File: src/design/spi_port_defines.svh
// Purpose: constants for the byte-wide spi master/slave port
// Assumes: cpu clock clk_sys at 25 MHz
// Notes: rate_select picks one of four cpu clock dividers
`ifndef SPI_PORT_DEFINES_SVH
`define SPI_PORT_DEFINES_SVH
// half bit-time in cpu clocks per rate_select code (div 4/16/64/128)
`define HALF_DIV0 8'h02
`define HALF_DIV1 8'h08
`define HALF_DIV2 8'h20
`define HALF_DIV3 8'h40
`define BITS_PER_BYTE 4'h8
`define DATA_RESET 8'h00
`endif

File: src/design/spi_port_pkg.sv
// Purpose: types shared by the spi port
// Assumes: nothing
// Notes: one-hot master sequencer states
package spi_port_pkg;
  typedef enum logic [2:0] {
    M_IDLE = 3'b001,
    M_WAIT = 3'b010,
    M_RUN = 3'b100
  } mstate_e;
endpackage

File: src/design/spi_rx_buffer.sv
// Purpose: parallel read buffer for received bytes
// Assumes: one write strobe per completed byte
// Notes: newest byte overwrites an unread one
`timescale 1ns/1ps
`include "spi_port_defines.svh"
module spi_rx_buffer (
  input wire logic clk_sys,
  input wire logic rst_n,
  input wire logic wr_en,
  input wire logic [7:0] wr_data,
  output logic [7:0] rd_data
);
  // registered read data; no flag, an unread byte is simply lost
  always_ff @(posedge clk_sys or negedge rst_n)
  begin
    if (!rst_n)
      rd_data <= `DATA_RESET;
    else if (wr_en)
      rd_data <= wr_data;
  end
endmodule // spi_rx_buffer

File: src/design/spi_master_slave_port.sv
// Purpose: byte-wide spi port, master or slave role
// Assumes: pins are asynchronous; sampled through two flip-flops
// Notes: control bits are plain ports; pulses are one clk_sys wide
// Operation
// - port disabled releases all four pins
// - selected slave drives miso, else released
// - low select clears master role bit
// - forced slave change sets done flag
// - master bit stays clear until rewritten
// - applies with select pin input/quasi mode
// - idle master releases mosi and clock
// - active master drives mosi and clock
// - ignore setting: role bit alone decides
// - phase0 slave write while selected collides
// - phase1 slave works with select held
// - master data write starts the transfer
// - shift register exchanges bytes as ring
// - after eight bits stop and flag
// - write during transfer collides, discarded
// - received byte copied to read buffer
// - collision flag cleared by writing one
// - two-bit rate select divides cpu clock
// - phase picks the sample edge; shifting is always on the trailing edge
// - polarity picks clock idle level
// - bit order picks lsb or msb first
`timescale 1ns/1ps
`include "spi_port_defines.svh"
module spi_master_slave_port
  import spi_port_pkg::*;
(
  input wire logic clk_sys,
  input wire logic rst_n,
  input wire logic port_enable,
  input wire logic select_pin_ignore,
  input wire logic master_role_set,
  input wire logic master_role_clear,
  input wire logic clock_phase,
  input wire logic clock_polarity,
  input wire logic bit_order,
  input wire logic [1:0] rate_select,
  input wire logic [1:0] select_pin_mode,
  input wire logic data_wr,
  input wire logic [7:0] data_wr_value,
  input wire logic done_clear,
  input wire logic collision_clear,
  input wire logic serial_irq_enable,
  input wire logic select_n_in,
  input wire logic serial_clock_in,
  input wire logic mosi_in,
  input wire logic miso_in,
  output logic master_role_bit,
  output logic transfer_done_flag,
  output logic write_collision_flag,
  output logic serial_irq,
  output logic [7:0] serial_data_reg,
  output logic busy,
  output logic serial_clock_out,
  output logic serial_clock_oe,
  output logic mosi_out,
  output logic mosi_oe,
  output logic miso_out,
  output logic miso_oe,
  output logic select_pin_released
);
  logic [1:0] ss_sync_q, sck_sync_q, mosi_sync_q, miso_sync_q;
  logic ss_n, sck, sck_prev_q, sck_rise, sck_fall;
  logic lead_edge, trail_edge, sel_active, is_master, force_slave;
  mstate_e mstate_q;
  logic [7:0] half_cnt_q, half_len;
  logic [3:0] edge_cnt_q, bit_cnt_q;
  logic [7:0] shift_q;
  logic sck_q, sample_q, s_active_q;
  logic byte_done, mstart, transferring, rx_wr;
  logic [7:0] rx_byte;

  // half bit-time from the rate select code
  function automatic logic [7:0] half_of(input logic [1:0] code);
    case (code)
      2'b00: half_of = `HALF_DIV0;
      2'b01: half_of = `HALF_DIV1;
      2'b10: half_of = `HALF_DIV2;
      default: half_of = `HALF_DIV3;
    endcase
  endfunction

  // next shifter value: out bit leaves, in bit enters by order
  function automatic logic [7:0] shift_in(input logic [7:0] v,
                                          input logic b, input logic lsb);
    shift_in = lsb ? {b, v[7:1]} : {v[6:0], b};
  endfunction

  // pins cross in through two flops before any logic reads them
  always_ff @(posedge clk_sys or negedge rst_n)
  begin
    if (!rst_n)
    begin
      ss_sync_q <= 2'b11;
      sck_sync_q <= 2'b00;
      mosi_sync_q <= 2'b00;
      miso_sync_q <= 2'b00;
      sck_prev_q <= 1'b0;
    end
    else
    begin
      ss_sync_q <= {ss_sync_q[0], select_n_in};
      sck_sync_q <= {sck_sync_q[0], serial_clock_in};
      mosi_sync_q <= {mosi_sync_q[0], mosi_in};
      miso_sync_q <= {miso_sync_q[0], miso_in};
      sck_prev_q <= sck_sync_q[1];
    end
  end

  assign ss_n = ss_sync_q[1];
  assign sck = sck_sync_q[1];
  assign sck_rise = sck & ~sck_prev_q;
  assign sck_fall = ~sck & sck_prev_q;
  assign lead_edge = clock_polarity ? sck_fall : sck_rise;
  assign trail_edge = clock_polarity ? sck_rise : sck_fall;
  assign is_master = port_enable & master_role_bit;
  // select pin only counts without ignore
  assign sel_active = select_pin_ignore | ~ss_n;
  // low select in input or quasi mode
  assign force_slave = port_enable & ~select_pin_ignore & master_role_bit
                       & ~ss_n & ~select_pin_mode[1];
  assign mstart = is_master & data_wr & (mstate_q == M_IDLE)
                  & ~force_slave;
  assign transferring = (mstate_q != M_IDLE) | s_active_q;
  // divider length shared by the sequencer and the tick strobes
  assign half_len = half_of(rate_select);

  // role bit cleared by select, set only by software
  always_ff @(posedge clk_sys or negedge rst_n)
  begin
    if (!rst_n)
      master_role_bit <= 1'b0;
    else if (force_slave)
      master_role_bit <= 1'b0;
    else if (master_role_set)
      master_role_bit <= 1'b1;
    else if (master_role_clear)
      master_role_bit <= 1'b0;
  end

  // master sequencer: wait half a bit, then toggle clock 16 times
  always_ff @(posedge clk_sys or negedge rst_n)
  begin
    if (!rst_n)
    begin
      mstate_q <= M_IDLE;
      half_cnt_q <= 8'h00;
      edge_cnt_q <= 4'h0;
      sck_q <= 1'b0;
    end
    else
    begin
      case (mstate_q)
        M_IDLE:
        begin
          sck_q <= clock_polarity;
          edge_cnt_q <= 4'h0;
          half_cnt_q <= 8'h00;
          if (mstart)
            mstate_q <= M_WAIT;
        end
        M_WAIT:
        begin
          if (!is_master)
            mstate_q <= M_IDLE;
          else if (half_cnt_q == half_len - 8'h01)
          begin
            half_cnt_q <= 8'h00;
            mstate_q <= M_RUN;
          end
          else
            half_cnt_q <= half_cnt_q + 8'h01;
        end
        M_RUN:
        begin
          if (!is_master)
            mstate_q <= M_IDLE;
          else if (half_cnt_q == half_len - 8'h01)
          begin
            half_cnt_q <= 8'h00;
            sck_q <= ~sck_q;
            edge_cnt_q <= edge_cnt_q + 4'h1;
            // sixteen edges make eight bits, then stop
            if (edge_cnt_q == 4'hf)
              mstate_q <= M_IDLE;
          end
          else
            half_cnt_q <= half_cnt_q + 8'h01;
        end
        default: mstate_q <= M_IDLE;
      endcase
    end
  end

  // master edge strobes on the internal clock toggles
  logic m_tick, m_lead, m_trail;
  assign m_tick = (mstate_q == M_RUN) & (half_cnt_q == half_len - 8'h01);
  assign m_lead = m_tick & ~edge_cnt_q[0];
  assign m_trail = m_tick & edge_cnt_q[0];

  // slave byte tracking; phase 0 restarts on each select
  always_ff @(posedge clk_sys or negedge rst_n)
  begin
    if (!rst_n)
      s_active_q <= 1'b0;
    else if (is_master || !port_enable || !sel_active || byte_done)
      s_active_q <= 1'b0;
    else if (lead_edge)
      s_active_q <= 1'b1;
  end

  always_ff @(posedge clk_sys or negedge rst_n)
  begin
    if (!rst_n)
    begin
      shift_q <= `DATA_RESET;
      sample_q <= 1'b0;
      bit_cnt_q <= 4'h0;
    end
    else if (mstart || (!is_master && data_wr && !transferring
                        && !(sel_active && !clock_phase)))
    begin
      // load at start; a slave load is ready before first edge
      shift_q <= data_wr_value;
      bit_cnt_q <= 4'h0;
    end
    else if (!port_enable || (!is_master && !sel_active))
      bit_cnt_q <= 4'h0;
    else
    begin
      // sample on the phase-picked edge, shift on the trailing edge in both phases
      if ((is_master ? m_lead : lead_edge) != clock_phase
          && (is_master ? (m_lead | m_trail) : (lead_edge | trail_edge)))
        sample_q <= is_master ? miso_sync_q[1] : mosi_sync_q[1];
      if (!clock_phase ? (is_master ? m_trail : trail_edge)
                       : (is_master ? m_trail : trail_edge))
      begin
        shift_q <= shift_in(shift_q, is_master ? (clock_phase
                   ? miso_sync_q[1] : sample_q) : (clock_phase
                   ? mosi_sync_q[1] : sample_q), bit_order);
        bit_cnt_q <= (bit_cnt_q == `BITS_PER_BYTE - 4'h1)
                     ? 4'h0 : bit_cnt_q + 4'h1;
      end
    end
  end

  assign byte_done = port_enable & (is_master ? (m_trail
                     & edge_cnt_q == 4'hf) : (trail_edge & sel_active
                     & bit_cnt_q == `BITS_PER_BYTE - 4'h1));
  assign rx_byte = shift_in(shift_q, is_master ? (clock_phase
                   ? miso_sync_q[1] : sample_q) : (clock_phase
                   ? mosi_sync_q[1] : sample_q), bit_order);
  assign rx_wr = byte_done;

  // completed byte goes to the read buffer
  spi_rx_buffer u_rx (
    .clk_sys(clk_sys),
    .rst_n(rst_n),
    .wr_en(rx_wr),
    .wr_data(rx_byte),
    .rd_data(serial_data_reg)
  );

  // done flag; set wins over clear
  always_ff @(posedge clk_sys or negedge rst_n)
  begin
    if (!rst_n)
      transfer_done_flag <= 1'b0;
    else if (byte_done || force_slave)
      transfer_done_flag <= 1'b1;
    else if (done_clear)
      transfer_done_flag <= 1'b0;
  end

  always_ff @(posedge clk_sys or negedge rst_n)
  begin
    if (!rst_n)
      write_collision_flag <= 1'b0;
    else if (data_wr && port_enable && (transferring
             || (!is_master && !clock_phase && !ss_n
                 && !select_pin_ignore)))
      write_collision_flag <= 1'b1;
    else if (collision_clear)
      write_collision_flag <= 1'b0;
  end

  // interrupt request follows flag and enable
  always_ff @(posedge clk_sys or negedge rst_n)
  begin
    if (!rst_n)
      serial_irq <= 1'b0;
    else
      serial_irq <= (byte_done | force_slave | transfer_done_flag)
                    & serial_irq_enable;
  end

  always_ff @(posedge clk_sys or negedge rst_n)
  begin
    if (!rst_n)
    begin
      serial_clock_out <= 1'b0;
      serial_clock_oe <= 1'b0;
      mosi_out <= 1'b0;
      mosi_oe <= 1'b0;
      miso_out <= 1'b0;
      miso_oe <= 1'b0;
      select_pin_released <= 1'b1;
      busy <= 1'b0;
    end
    else
    begin
      serial_clock_out <= sck_q;
      serial_clock_oe <= is_master & (mstate_q == M_RUN);
      mosi_out <= bit_order ? shift_q[0] : shift_q[7];
      mosi_oe <= is_master & (mstate_q == M_RUN);
      miso_out <= bit_order ? shift_q[0] : shift_q[7];
      miso_oe <= port_enable & ~is_master & sel_active & ~force_slave;
      select_pin_released <= ~port_enable | select_pin_ignore;
      busy <= transferring;
    end
  end
endmodule // spi_master_slave_port

File: config.mk
export PLATFORM = sky130hd
export DESIGN_NAME = spi_master_slave_port
export DESIGN_NICKNAME = d
export VERILOG_FILES = /design/src/design/spi_port_pkg.sv /design/src/design/spi_rx_buffer.sv /design/src/design/spi_master_slave_port.sv
export VERILOG_INCLUDE_DIRS = /design/src /design/src/design
export SDC_FILE = /design/constraint.sdc
export NUM_CORES = 1
export LEC_CHECK = 0
export BUFFER_PORTS_ARGS = -buffer_cell sky130_fd_sc_hd__clkbuf_2
export CAP_MARGIN = 10
export CORE_UTILIZATION = 63
export CTS_BUF_LIST = sky130_fd_sc_hd__clkbuf_4 sky130_fd_sc_hd__clkbuf_8
export CTS_CLUSTER_DIAMETER = 80
export DETAILED_ROUTE_END_ITERATION = 8
export PLACE_DENSITY = 0.91
export SLEW_MARGIN = 20
export SYNTH_ARGS = -nofsm -noshare
export SYNTH_HDL_FRONTEND = slang
export SYNTH_HIERARCHICAL = 1
export SYNTH_SLANG_ARGS = --single-unit
File: constraint.sdc
create_clock -name clk_sys -period 7.1 [get_ports clk_sys]
set_input_delay 0.71 -clock clk_sys [delete_from_list [all_inputs] [get_ports clk_sys]]
set_output_delay 0.71 -clock clk_sys [all_outputs]
set_load 0.02 [all_outputs]
==> results of run 1 <==
-- power breakdown --
part	internal [W]	switching, W	leakage [nW]
clock	0.000198	0.000122	0.112
combinational	0.0000883	0.000143	0.773
sequential	0.000374	0.0000427	0.738
-- how the worst max path moves through the flow --
stage	end	from	slack [ns]
3_3_place_gp	u_rx/rd_data[5]$_DFFE_PN0P_	rate_select[1]	4.19
2_1_floorplan	u_rx/rd_data[0]$_DFFE_PN0P_	rate_select[1]	4.50
3_5_place_dp	u_rx/rd_data[6]$_DFFE_PN0P_	rate_select[1]	4.13
6_report	shift_q[6]$_DFFE_PN0P_	mstate_q[0]$_DFFE_PN1P_	4.40
5_1_grt	shift_q[6]$_DFFE_PN0P_	mstate_q[0]$_DFFE_PN1P_	4.22
4_1_cts	shift_q[6]$_DFFE_PN0P_	mstate_q[0]$_DFFE_PN1P_	4.47
-- cells in the final DEF, fill, tap and decap left out, types with 3 or more instances in the layout --
master     count
nor2_1        17
and3_1         4
dfrtp_1       53
a21o_1         3
nand3_1       10
a21oi_1        7
o211ai_1      14
clkbuf_8      13
o21ai_0        7
and2_1         3
nand4_1        7
o2111ai_1      7
xor2_1         8
ha_1           3
clkbuf_2      47
dfstp_2        4
nor2b_1        4
mux2_2         7
a211o_1        5
nor3_1         5
nand2b_1       3
mux2i_1        5
o31ai_1        3
mux2_4         8
nand2_1       22
inv_1         12
nor3b_1        4
-- metrics by stage --
stage	cell area, um^2	power (W)	std cells
5_1_grt	3580	0.001015	404
2_1_floorplan	3132	0.0005879	290
3_3_place_gp	3361	0.0006343	389
3_5_place_dp	3361	0.0006468	389
6_report	3580	0.0009676	404
4_1_cts	3575	0.0009684	404
-- metal layers --
layer  GRT usage, %  up-vias
met5              0        -
met4          12.85        0
met3          7.222        8
met2          41.74       95
met1          36.00     1198
li1               -     1170
-- worst max-delay path: cells and delay by family (launching register included) --
kind | cells | cell delay (ns)
AO/OA/AOI/OAI | 2 | 1.12
flip-flops | 1 | 0.62
AND/OR/NAND/NOR | 2 | 0.77
-- final cells by class --
type / instances / area, um^2 / area share, %
clock buffers: 13 / 178.9 / 4.998
repair buffers: 49 / 250.2 / 6.991
flip-flops and latches: 57 / 1431 / 39.99
inverters: 12 / 45.04 / 1.258
well taps: 67 / 83.83 / 2.342
multi-input cells: 204 / 1555 / 43.45
clock inverters: 2 / 35.03 / 0.9787
-- cells by family (layout without fill, tap and decap cells) --
| group | Yosys count | count (layout) | synth area share [%] |
|---|---|---|---|
| adders and majority gates | 3 | 3 | 1.199 |
| xor gates and xnor gates | 10 | 10 | 2.797 |
| and+or+nand+nor | 94 | 94 | 16.26 |
| muxes | 20 | 20 | 7.951 |
| buffers and inverters | 29 | 76 | 4.794 |
| AOI/OAI and AO/OA | 77 | 77 | 21.29 |
| DFF | 57 | 57 | 45.71 |
-- registers in the layout, indices dropped and copies added, names as in the netlist, 2 cells and up --
| signal | count |
|---|---|
| ss_sync_q | 2 |
| edge_cnt_q | 4 |
| sck_sync_q | 2 |
| mosi_sync_q | 2 |
| bit_cnt_q | 4 |
| miso_sync_q | 2 |
| half_cnt_q | 8 |
| shift_q | 8 |
| mstate_q | 3 |
| u_rx/rd_data | 8 |
==> metrics.md, run 1 <==
| Metric | Value |
|---|---|
| Crit end category | register |
| Synth Instances | 290 |
| # Post-CTS Setup Buffers | 0 |
| Top sig layer | met4 |
| CTS H-tree depth | 3 |
| Area Growth Syn to Fin | 14.30% |
| R2r worst-path depth | 4 |
| Hold path depth | 0 |
| Worst setup margin | 4.401 ns |
| CTS-repair resized insts | 0 |
| Crit Path Category | register to register |
| Final design utilization | 75.29% |
| RR Endpoint | shift_q[6]$_DFFE_PN0P_ |
| RSZ-0062 raised after global routing | false |
| Hold Path Origin | miso_sync_q[0]$_DFF_PN0_ |
| Diode count | 0 |
| Fin crit share | 38.01% |
| Die ar. | 0.005257 mm^2 |
| Top cells by count, synth | dfrtp_1, nand2_1, nor2_1, o211ai_1, inv_1 |
| WHS | 0.3489 ns |
| Synth warn | 6 |
| Post-CTS Hold Buffers | 0 |
| Post-synthesis cell area | 0.003132 mm^2 |
| Number of CTS-inserted buffers | 9 |
| FF-to-FF setup slack | 4.40 ns |
| Clk_lat worst skew | 0.34 ns |
| First-pass GRT wire length | 10630 um |
| Worst Setup Start Kind | register |
| Worst-path fanout max | 12 |
| Worst VDD drop | 0.1537 mV |
| Post-route ant nets | 0 |
| Initial Utilization | 65.87% |
| Row Count | 25 |
| Synth unique cells | 69 |
| Max Clk Rate | 0.3705 GHz |
| CP Cell Sequence | nor3b_1, nand2_1, a21oi_1, o311ai_0 |
| Max stage delay on crit path | 0.83 ns |
| Outcome | complete, no violations |
| Vias in the first global route | 2295 |
| Fillers | 336 |
| EDFF count, synth | 0 |
| DRC | 0 |
| Final setup violating endpoints | 0 |
| Leakage power | 1.623 nW |
| Die H | 72.51 um |
| DR vias/cell | 6.116 |
| CTS Sinks | 57 |
| Post-Syn Area per Cell | 10.80 um^2 |
| Die W | 72.51 um |
| Buffers added on ports | 47 |
| I/O pin total | 49 |
| Met1 WL | 2871 um |
| CTS Root Cell | clkbuf_8 |
| Metal2 WL | 3105 um |
| Tmin final | 2.699 ns |
| Share of post-route cells with drive strength above 1 | 30.27% |
| Least-Margin Pin Slew | 1.039 ns |
| CTS tree | built |
| Prevailing post-synth register cell | dfrtp_1 |
| Initial antenna violation count | 0 |
| Rel. slew slack | 30.74% |
| Post-DP HPWL | 4601 um |
| Pwr dens | 270.3 mW/mm^2 |
| Max_cap viols | 0 |
| Tot GR Track Use | 27.17% |
| Syn_nets | 322 |
| Most frequent cell after synthesis | dfrtp_1 |
| Core area | 0.004755 mm^2 |
| Layout Skew | 0.008493 ns |
| Area fraction of the dominant cell type after synthesis | 42.35% |
| Synth top area cells | dfrtp_1, mux2_4, dfstp_2 |
| Grt ovf | 0 |
| Yosys reg bits | 57 |
| Gpl congestion | 0.7944 |
| Number of nets in the layout | 365 |
| Iteration-0 DRC Markers | 229 |
| Setup TNS | 0 ns |
| Place WS | 4.127 ns |
| DR vias | 2471 |
| Drt pass-1 iters | 4 |
| Clk slew on worst S/H paths | 0.06 ns |
| Worst endpoint data arrival time | 2.85 ns |
| Share of synthesized registers carrying an async set or reset | 100.0% |
| Sequential fraction of the synthesis area | 45.71% |
| Tightest Hold Check Type | register to register |
| Largest net degree at the start of global routing | 58 |
| Critical Path RT | 7.25 ns |
| DR WL met3 | 402 um |
| Drt wl/cell | 16.05 um |
| Clock Path Buffers | 2 |
| Worst Hold Path EP | miso_sync_q[1]$_DFF_PN0_ |
| FF-to-FF Start | mstate_q[0]$_DFFE_PN1P_ |
| Pins Over Slew Limit | 0 |
| Yosys top cell by area | dfrtp_1 |
| Final wirelength | 6483 um |
| Final Hold Viols | 0 |
| Worst path slowest cell | a21oi_1 |
Power figures use the tool's default switching activity.
==> run 2, diff against run 1 <==
ABC_AREA = 1   (was default)
CORE_UTILIZATION = 58   (was 63)
PLACE_DENSITY = 0.86   (was 0.91)
clock period = 2.5 ns   (was 7.1 ns; I/O delays follow)
==> run 2 against run 1 <==
Combinational power rose to 3.0 times the previous value. Clock-buffer cell count did not move. Clock skew fell by 0.0030 ns. Worst setup slack got worse by 3.9 ns.
==> metrics.md, run 2 <==
| Metric | Value |
|---|---|
| Outcome | complete, no violations |
| Worst VDD drop | 0.5657 mV |
| Clk slew on worst S/H paths | 0.06 ns |
| CP Cell Sequence | nand3_2, nor2_1, nand4_1, nand2_2, inv_4, nand2_2, nand2_4, nand2_1, nand2_1 |
| Post-Syn Area per Cell | 7.892 um^2 |
| Most frequent cell after synthesis | nand2_1 |
| CTS-repair resized insts | 0 |
| Row Count | 25 |
| Area Growth Syn to Fin | 17.01% |
| Final Cell Area | 0.003426 mm^2 |
| CTS tree | built |
| Buffers added on ports | 47 |
| Fillers | 395 |
| CTS Root Cell | clkbuf_8 |
| CTS Sinks | 57 |
| Register Area | 0.001431 mm^2 |
| CTS H-tree depth | 3 |
| Crit end category | register |
| Total Power | 0.002626 W |
| Fin crit share | 79.82% |
| Tot GR Track Use | 25.92% |
| Crit Path Category | register to register |
| Synth Instances | 371 |
| Tightest Hold Check Type | input port to register |
| Tmin final | 1.996 ns |
| Diode count | 0 |
| Core area | 0.004786 mm^2 |
| Die H | 73.05 um |
| Worst Setup Start Kind | register |
| Multi-input gate area in the final layout | 0.001304 mm^2 |
| Post-DP HPWL | 4550 um |
| Post-DP Area | 0.003224 mm^2 |
| Post-route ant nets | 0 |
| Clk_lat worst skew | 0.33 ns |
| Post-CTS Hold Buffers | 2 |
| Drt wl/cell | 12.00 um |
| Rel. slew slack | 51.75% |
| Final design utilization | 71.58% |
| Synth top area cells | dfrtp_1, nand2_1, nand3_1 |
| Yosys reg bits | 57 |
| EDFF count, synth | 0 |
| Worst endpoint data arrival time | 2.22 ns |
| Max_cap viols | 0 |
| Number of CTS-inserted buffers | 9 |
| DRC | 0 |
| RSZ-0062 raised after global routing | false |
| Commonest cells after routing, fill and taps aside | nand2_1, dfrtp_1, clkbuf_2 |
| Place WS | 0.5096 ns |
| Synth unique cells | 38 |
| Syn_nets | 403 |
| Share of synthesized registers carrying an async set or reset | 100.0% |
| Critical Path RT | 2.72 ns |
| Iteration-0 DRC Markers | 203 |
| Worst setup margin | 0.5045 ns |
| Pwr dens | 766.5 mW/mm^2 |
| Least-Margin Pin Slew | 0.7238 ns |
| Post-synthesis cell area | 0.002928 mm^2 |
| Die W | 73.05 um |
| DR vias/cell | 5.136 |
| Area fraction of the dominant cell type after synthesis | 45.30% |
| Max stage delay on crit path | 0.56 ns |
| Clock Path Buffers | 2 |
| Layout Skew | 0.005481 ns |
| Prevailing post-synth register cell | dfrtp_1 |
| Number of nets in the layout | 459 |
| Most common library cell in the layout ignoring fill and taps | nand2_1 |
| Gpl congestion | 0.9082 |
| Pins Over Slew Limit | 0 |
| Final setup violating endpoints | 0 |
| Worst path slowest cell | dfstp_2 |
| First-pass GRT wire length | 10240 um |
| Leakage power | 1.908 nW |
| Initial Utilization | 61.18% |
| Top cells by count, synth | nand2_1, dfrtp_1, inv_1, nand3_1, nor2_1 |
| Yosys top cell by area | dfrtp_1 |
| Die ar. | 0.005336 mm^2 |
| DR vias | 2563 |
| Sequential fraction of the synthesis area | 48.89% |
| Final wirelength | 5990 um |
| Setup TNS | 0 ns |
| Initial antenna violation count | 0 |
| Max Clk Rate | 0.5011 GHz |
| Grt ovf | 0 |
| Final Hold Viols | 0 |
| Worst-path fanout max | 11 |
| Vias in the first global route | 2354 |
| Largest regs | half_cnt_q x8, shift_q x8, u_rx/rd_data x8 |
| Largest net degree at the start of global routing | 30 |
| # Post-CTS Setup Buffers | 0 |
| Drt pass-1 iters | 4 |
| Synth warn | 6 |
| I/O pin total | 49 |
| Share of post-route cells with drive strength above 1 | 21.99% |
[run 2: metrics by stage]
stage / std cells / hold slack, ns
2_1_floorplan: 371 / -0.04559
3_3_place_gp: 481 / 0.3314
3_5_place_dp: 481 / 0.3363
4_1_cts: 499 / 0.001021
5_1_grt: 499 / 0.002704
6_report: 499 / 0.02111
[run 2: critical path, delay by kind of cell, from the launching register on]
family / cells / cell delay, ns
buffers and inverters: 1 / 0.12
flip-flops: 1 / 0.56
AND/OR/NAND/NOR: 8 / 1.19
[run 2: kinds of logic after synthesis]
| group | Yosys count | synth area share (%) |
|---|---|---|
| xor gates and xnor gates | 6 | 1.795 |
| DFF | 57 | 48.89 |
| buffers and inverters | 44 | 6.581 |
| adders and majority gates | 3 | 1.282 |
| AOI/OAI and AO/OA | 30 | 5.812 |
| and+or+nand+nor | 231 | 35.64 |
[run 2: power breakdown]
group	switching (W)	internal, W
combinational	0.000481	0.000222
clock	0.000344	0.000430
sequential	0.0000900	0.00106
[run 2: worst paths after layout]
kind                       slack [ns]                startpoint                  endpoint  depth (start not counted)
max in group asynchronous        1.33                     rst_n   mstate_q[0]$_DFFE_PN1P_                          3
setup reg to reg                 0.50   mstate_q[0]$_DFFE_PN1P_    shift_q[2]$_DFFE_PN0P_                          9
hold / removal                   0.02                   mosi_in  mosi_sync_q[0]$_DFF_PN0_                          1
min in group asynchronous        0.51                     rst_n         sck_q$_DFFE_PN0P_                          2
setup / recovery                 0.50   mstate_q[0]$_DFFE_PN1P_    shift_q[2]$_DFFE_PN0P_                          9
hold reg to reg                  0.35  mosi_sync_q[0]$_DFF_PN0_  mosi_sync_q[1]$_DFF_PN0_                          0
[run 2: final cells by class]
cell class,instances,area share [%]
tap,67,2.447
sequential,57,41.78
timing repair buffer,50,8.035
clock inverter,3,0.4383
inverter,39,4.383
multi-input combinational,270,38.06
clock buffer,13,4.858
[run 2: metal layers]
layer / routed length (um) / vias to the layer above / global-route usage [%]
met5: 0 / - / 0
met4: 125 / 0 / 11.98
met3: 356 / 12 / 6.492
met2: 2799 / 75 / 40.74
met1: 2708 / 1186 / 33.76
li1: - / 1290 / -
==> run 3, diff against run 2 <==
CORE_UTILIZATION = 53   (was 58)
PLACE_DENSITY = 0.83   (was 0.86)
clock period = 1.8 ns   (was 2.5 ns; I/O delays follow)
==> run 3 against run 2 <==
Hold slack better by 0.016 ns. Wire length up 2.6%. Register-to-register slack lost 0.35 ns. Clock power up 41%. Fmax increased by 21%.
==> metrics.md, run 3 (synthesis gave the netlist of run 2 again) <==
| Metric | Value |
|---|---|
| Die H | 76.33 um |
| Final Cell Area | 0.003527 mm^2 |
| CTS Root Cell | clkbuf_8 |
| DR vias | 2588 |
| Clk slew on worst S/H paths | 0.07 ns |
| CTS H-tree depth | 3 |
| Net switching component of the power | 0.001291 W |
| WP buf/inv | 2 |
| Max Clk Rate | 0.6065 GHz |
| Part of the power in registers | 43.0% |
| Largest regs | half_cnt_q x8, shift_q x8, u_rx/rd_data x8 |
| Rel. slew slack | 75.38% |
| Largest net degree at the start of global routing | 58 |
| Pwr dens | 1050 mW/mm^2 |
| Final Hold Viols | 0 |
| Drt pass-1 iters | 4 |
| Worst setup margin | 0.1511 ns |
| Tmin final | 1.649 ns |
| Core area | 0.005205 mm^2 |
| Initial antenna violation count | 0 |
| Worst-path fanout max | 10 |
| Switching Fraction | 34.85% |
| Post-DP Area | 0.003273 mm^2 |
| Die W | 76.33 um |
| Max stage delay on crit path | 0.56 ns |
| Tot GR Track Use | 23.50% |
| Critical Path RT | 2.02 ns |
| Crit end category | register |
| Max_cap viols | 0 |
| Fillers | 444 |
| Crit Path Category | register to register |
| First-pass GRT wire length | 10650 um |
| Combinational share of power | 27.6% |
| Tightest Hold Check Type | input port to register |
| Post-route ant nets | 0 |
| Number of CTS-inserted buffers | 9 |
| Worst path slowest cell | dfstp_2 |
| Clock share of power | 29.4% |
| Gpl congestion | 0.8979 |
| Fin crit share | 91.60% |
| Most common library cell in the layout ignoring fill and taps | nand2_1 |
| Final setup violating endpoints | 0 |
| Layout Skew | 0.008297 ns |
| CP Cell Sequence | nand3_2, nor2_2, nand4_1, nand2_2, buf_4, nor2_8, nand3_4, inv_2, nand2_1, nand2_1 |
| Iteration-0 DRC Markers | 228 |
| CTS tree | built |
| Drt wl/cell | 12.01 um |
| Die ar. | 0.005826 mm^2 |
| Worst VDD drop | 0.6841 mV |
| Area Growth Syn to Fin | 20.47% |
| Place WS | 0.1269 ns |
| Final wirelength | 6147 um |
| Worst endpoint data arrival time | 1.87 ns |
| DRC | 0 |
| Grt ovf | 0 |
| Share of post-route cells with drive strength above 1 | 23.76% |
| I/O pin total | 49 |
| Pins Over Slew Limit | 0 |
| Buffers added on ports | 47 |
| Leakage power | 1.955 nW |
| Outcome | complete, no violations |
| Commonest cells after routing, fill and taps aside | nand2_1, dfrtp_1, clkbuf_2 |
| CTS Sinks | 57 |
| Number of nets in the layout | 469 |
| Vias in the first global route | 2459 |
| Internal power | 0.002414 W |
| CP delay by family, top | simple AND/OR/NAND/NOR gates |
| DR vias/cell | 5.055 |
| Worst Setup Start Kind | register |
| Row Count | 26 |
| Most used cell, CP | nand2_1 |
| WHS | 0.03758 ns |
| Clk_lat worst skew | 0.34 ns |
| RSZ-0062 raised after global routing | false |
| Initial Utilization | 56.25% |
| Clock Path Buffers | 2 |
| Least-Margin Pin Slew | 0.3693 ns |
| Diode count | 0 |
| Post-DP HPWL | 4581 um |
| Setup TNS | 0 ns |
run 3: cell types whose count changed in the layout (fill, tap and decap cells not counted), sizes merged:
cell         before  now
dlygate4sd3       2    5
buf               1    8
run 3: per-stage QoR:
stage	cells	total power (W)	util [%]
6_report	512	0.003705	67.76
5_1_grt	512	0.003930	67.76
4_1_cts	511	0.003709	67.33
3_5_place_dp	490	0.002616	62.88
3_3_place_gp	490	0.002582	62.88
2_1_floorplan	371	0.002309	-
run 3: power groups by stage:
| stage | Sequential (W) | Combinational [W] | Clock, W |
|---|---|---|---|
| 4_1_cts | 0.00159 | 0.00101 | 0.00110 |
| 5_1_grt | 0.00161 | 0.00116 | 0.00116 |
| 3_3_place_gp | 0.00161 | 0.000974 | 0 |
| 3_5_place_dp | 0.00162 | 0.00100 | 0 |
| 2_1_floorplan | 0.00164 | 0.000666 | 0 |
| 6_report | 0.00159 | 0.00102 | 0.00109 |
run 3: metal layers:
| metal | vias up | track usage (%) | share of wire, % |
|---|---|---|---|
| met5 | - | 0 | 0 |
| met4 | 0 | 13.27 | 1.8 |
| met3 | 8 | 4.551 | 5.2 |
| met2 | 72 | 38.11 | 49 |
| met1 | 1200 | 29.45 | 45 |
| li1 | 1308 | - | - |
run 3: worst reg2reg max path, delay by kind of cell, from the launching register on:
kind | cells | cell delay [ns]
buf+inv | 2 | 0.23
flops | 1 | 0.56
simple gates | 8 | 0.75
run 3: cell type report:
type | count | area (um^2) | share of cell area [%]
timing repair buffer | 60 | 357.8 | 10.15
clock inverter | 3 | 15.01 | 0.4257
sequential | 57 | 1431 | 40.58
multi-input combinational | 270 | 1319 | 37.39
inverter | 39 | 150.1 | 4.257
clock buffer | 13 | 166.4 | 4.718
tap | 70 | 87.58 | 2.483
run 3: final timing paths:
check / from / cells past startpoint / end / slack, ns
min in group asynchronous: rst_n / 3 / edge_cnt_q[3]$_DFFE_PN0P_ / 0.36
max in group asynchronous: rst_n / 3 / select_pin_released$_DFF_PN1_ / 1.12
hold / removal: serial_irq_enable / 3 / serial_irq$_DFF_PN0_ / 0.04
setup / recovery: mstate_q[0]$_DFFE_PN1P_ / 10 / bit_cnt_q[1]$_DFFE_PN0P_ / 0.15
hold reg to reg: sck_sync_q[0]$_DFF_PN0_ / 0 / sck_sync_q[1]$_DFF_PN0_ / 0.35
setup reg to reg: mstate_q[0]$_DFFE_PN1P_ / 10 / bit_cnt_q[1]$_DFFE_PN0P_ / 0.15
run 3: repair_timing:
action                                 CTS  global route
setup endpoints to repair                0            21
setup buffers                            0             1
resized for setup                        0             5
hold buffers                             5             0
endpoints found under the hold margin   57             0
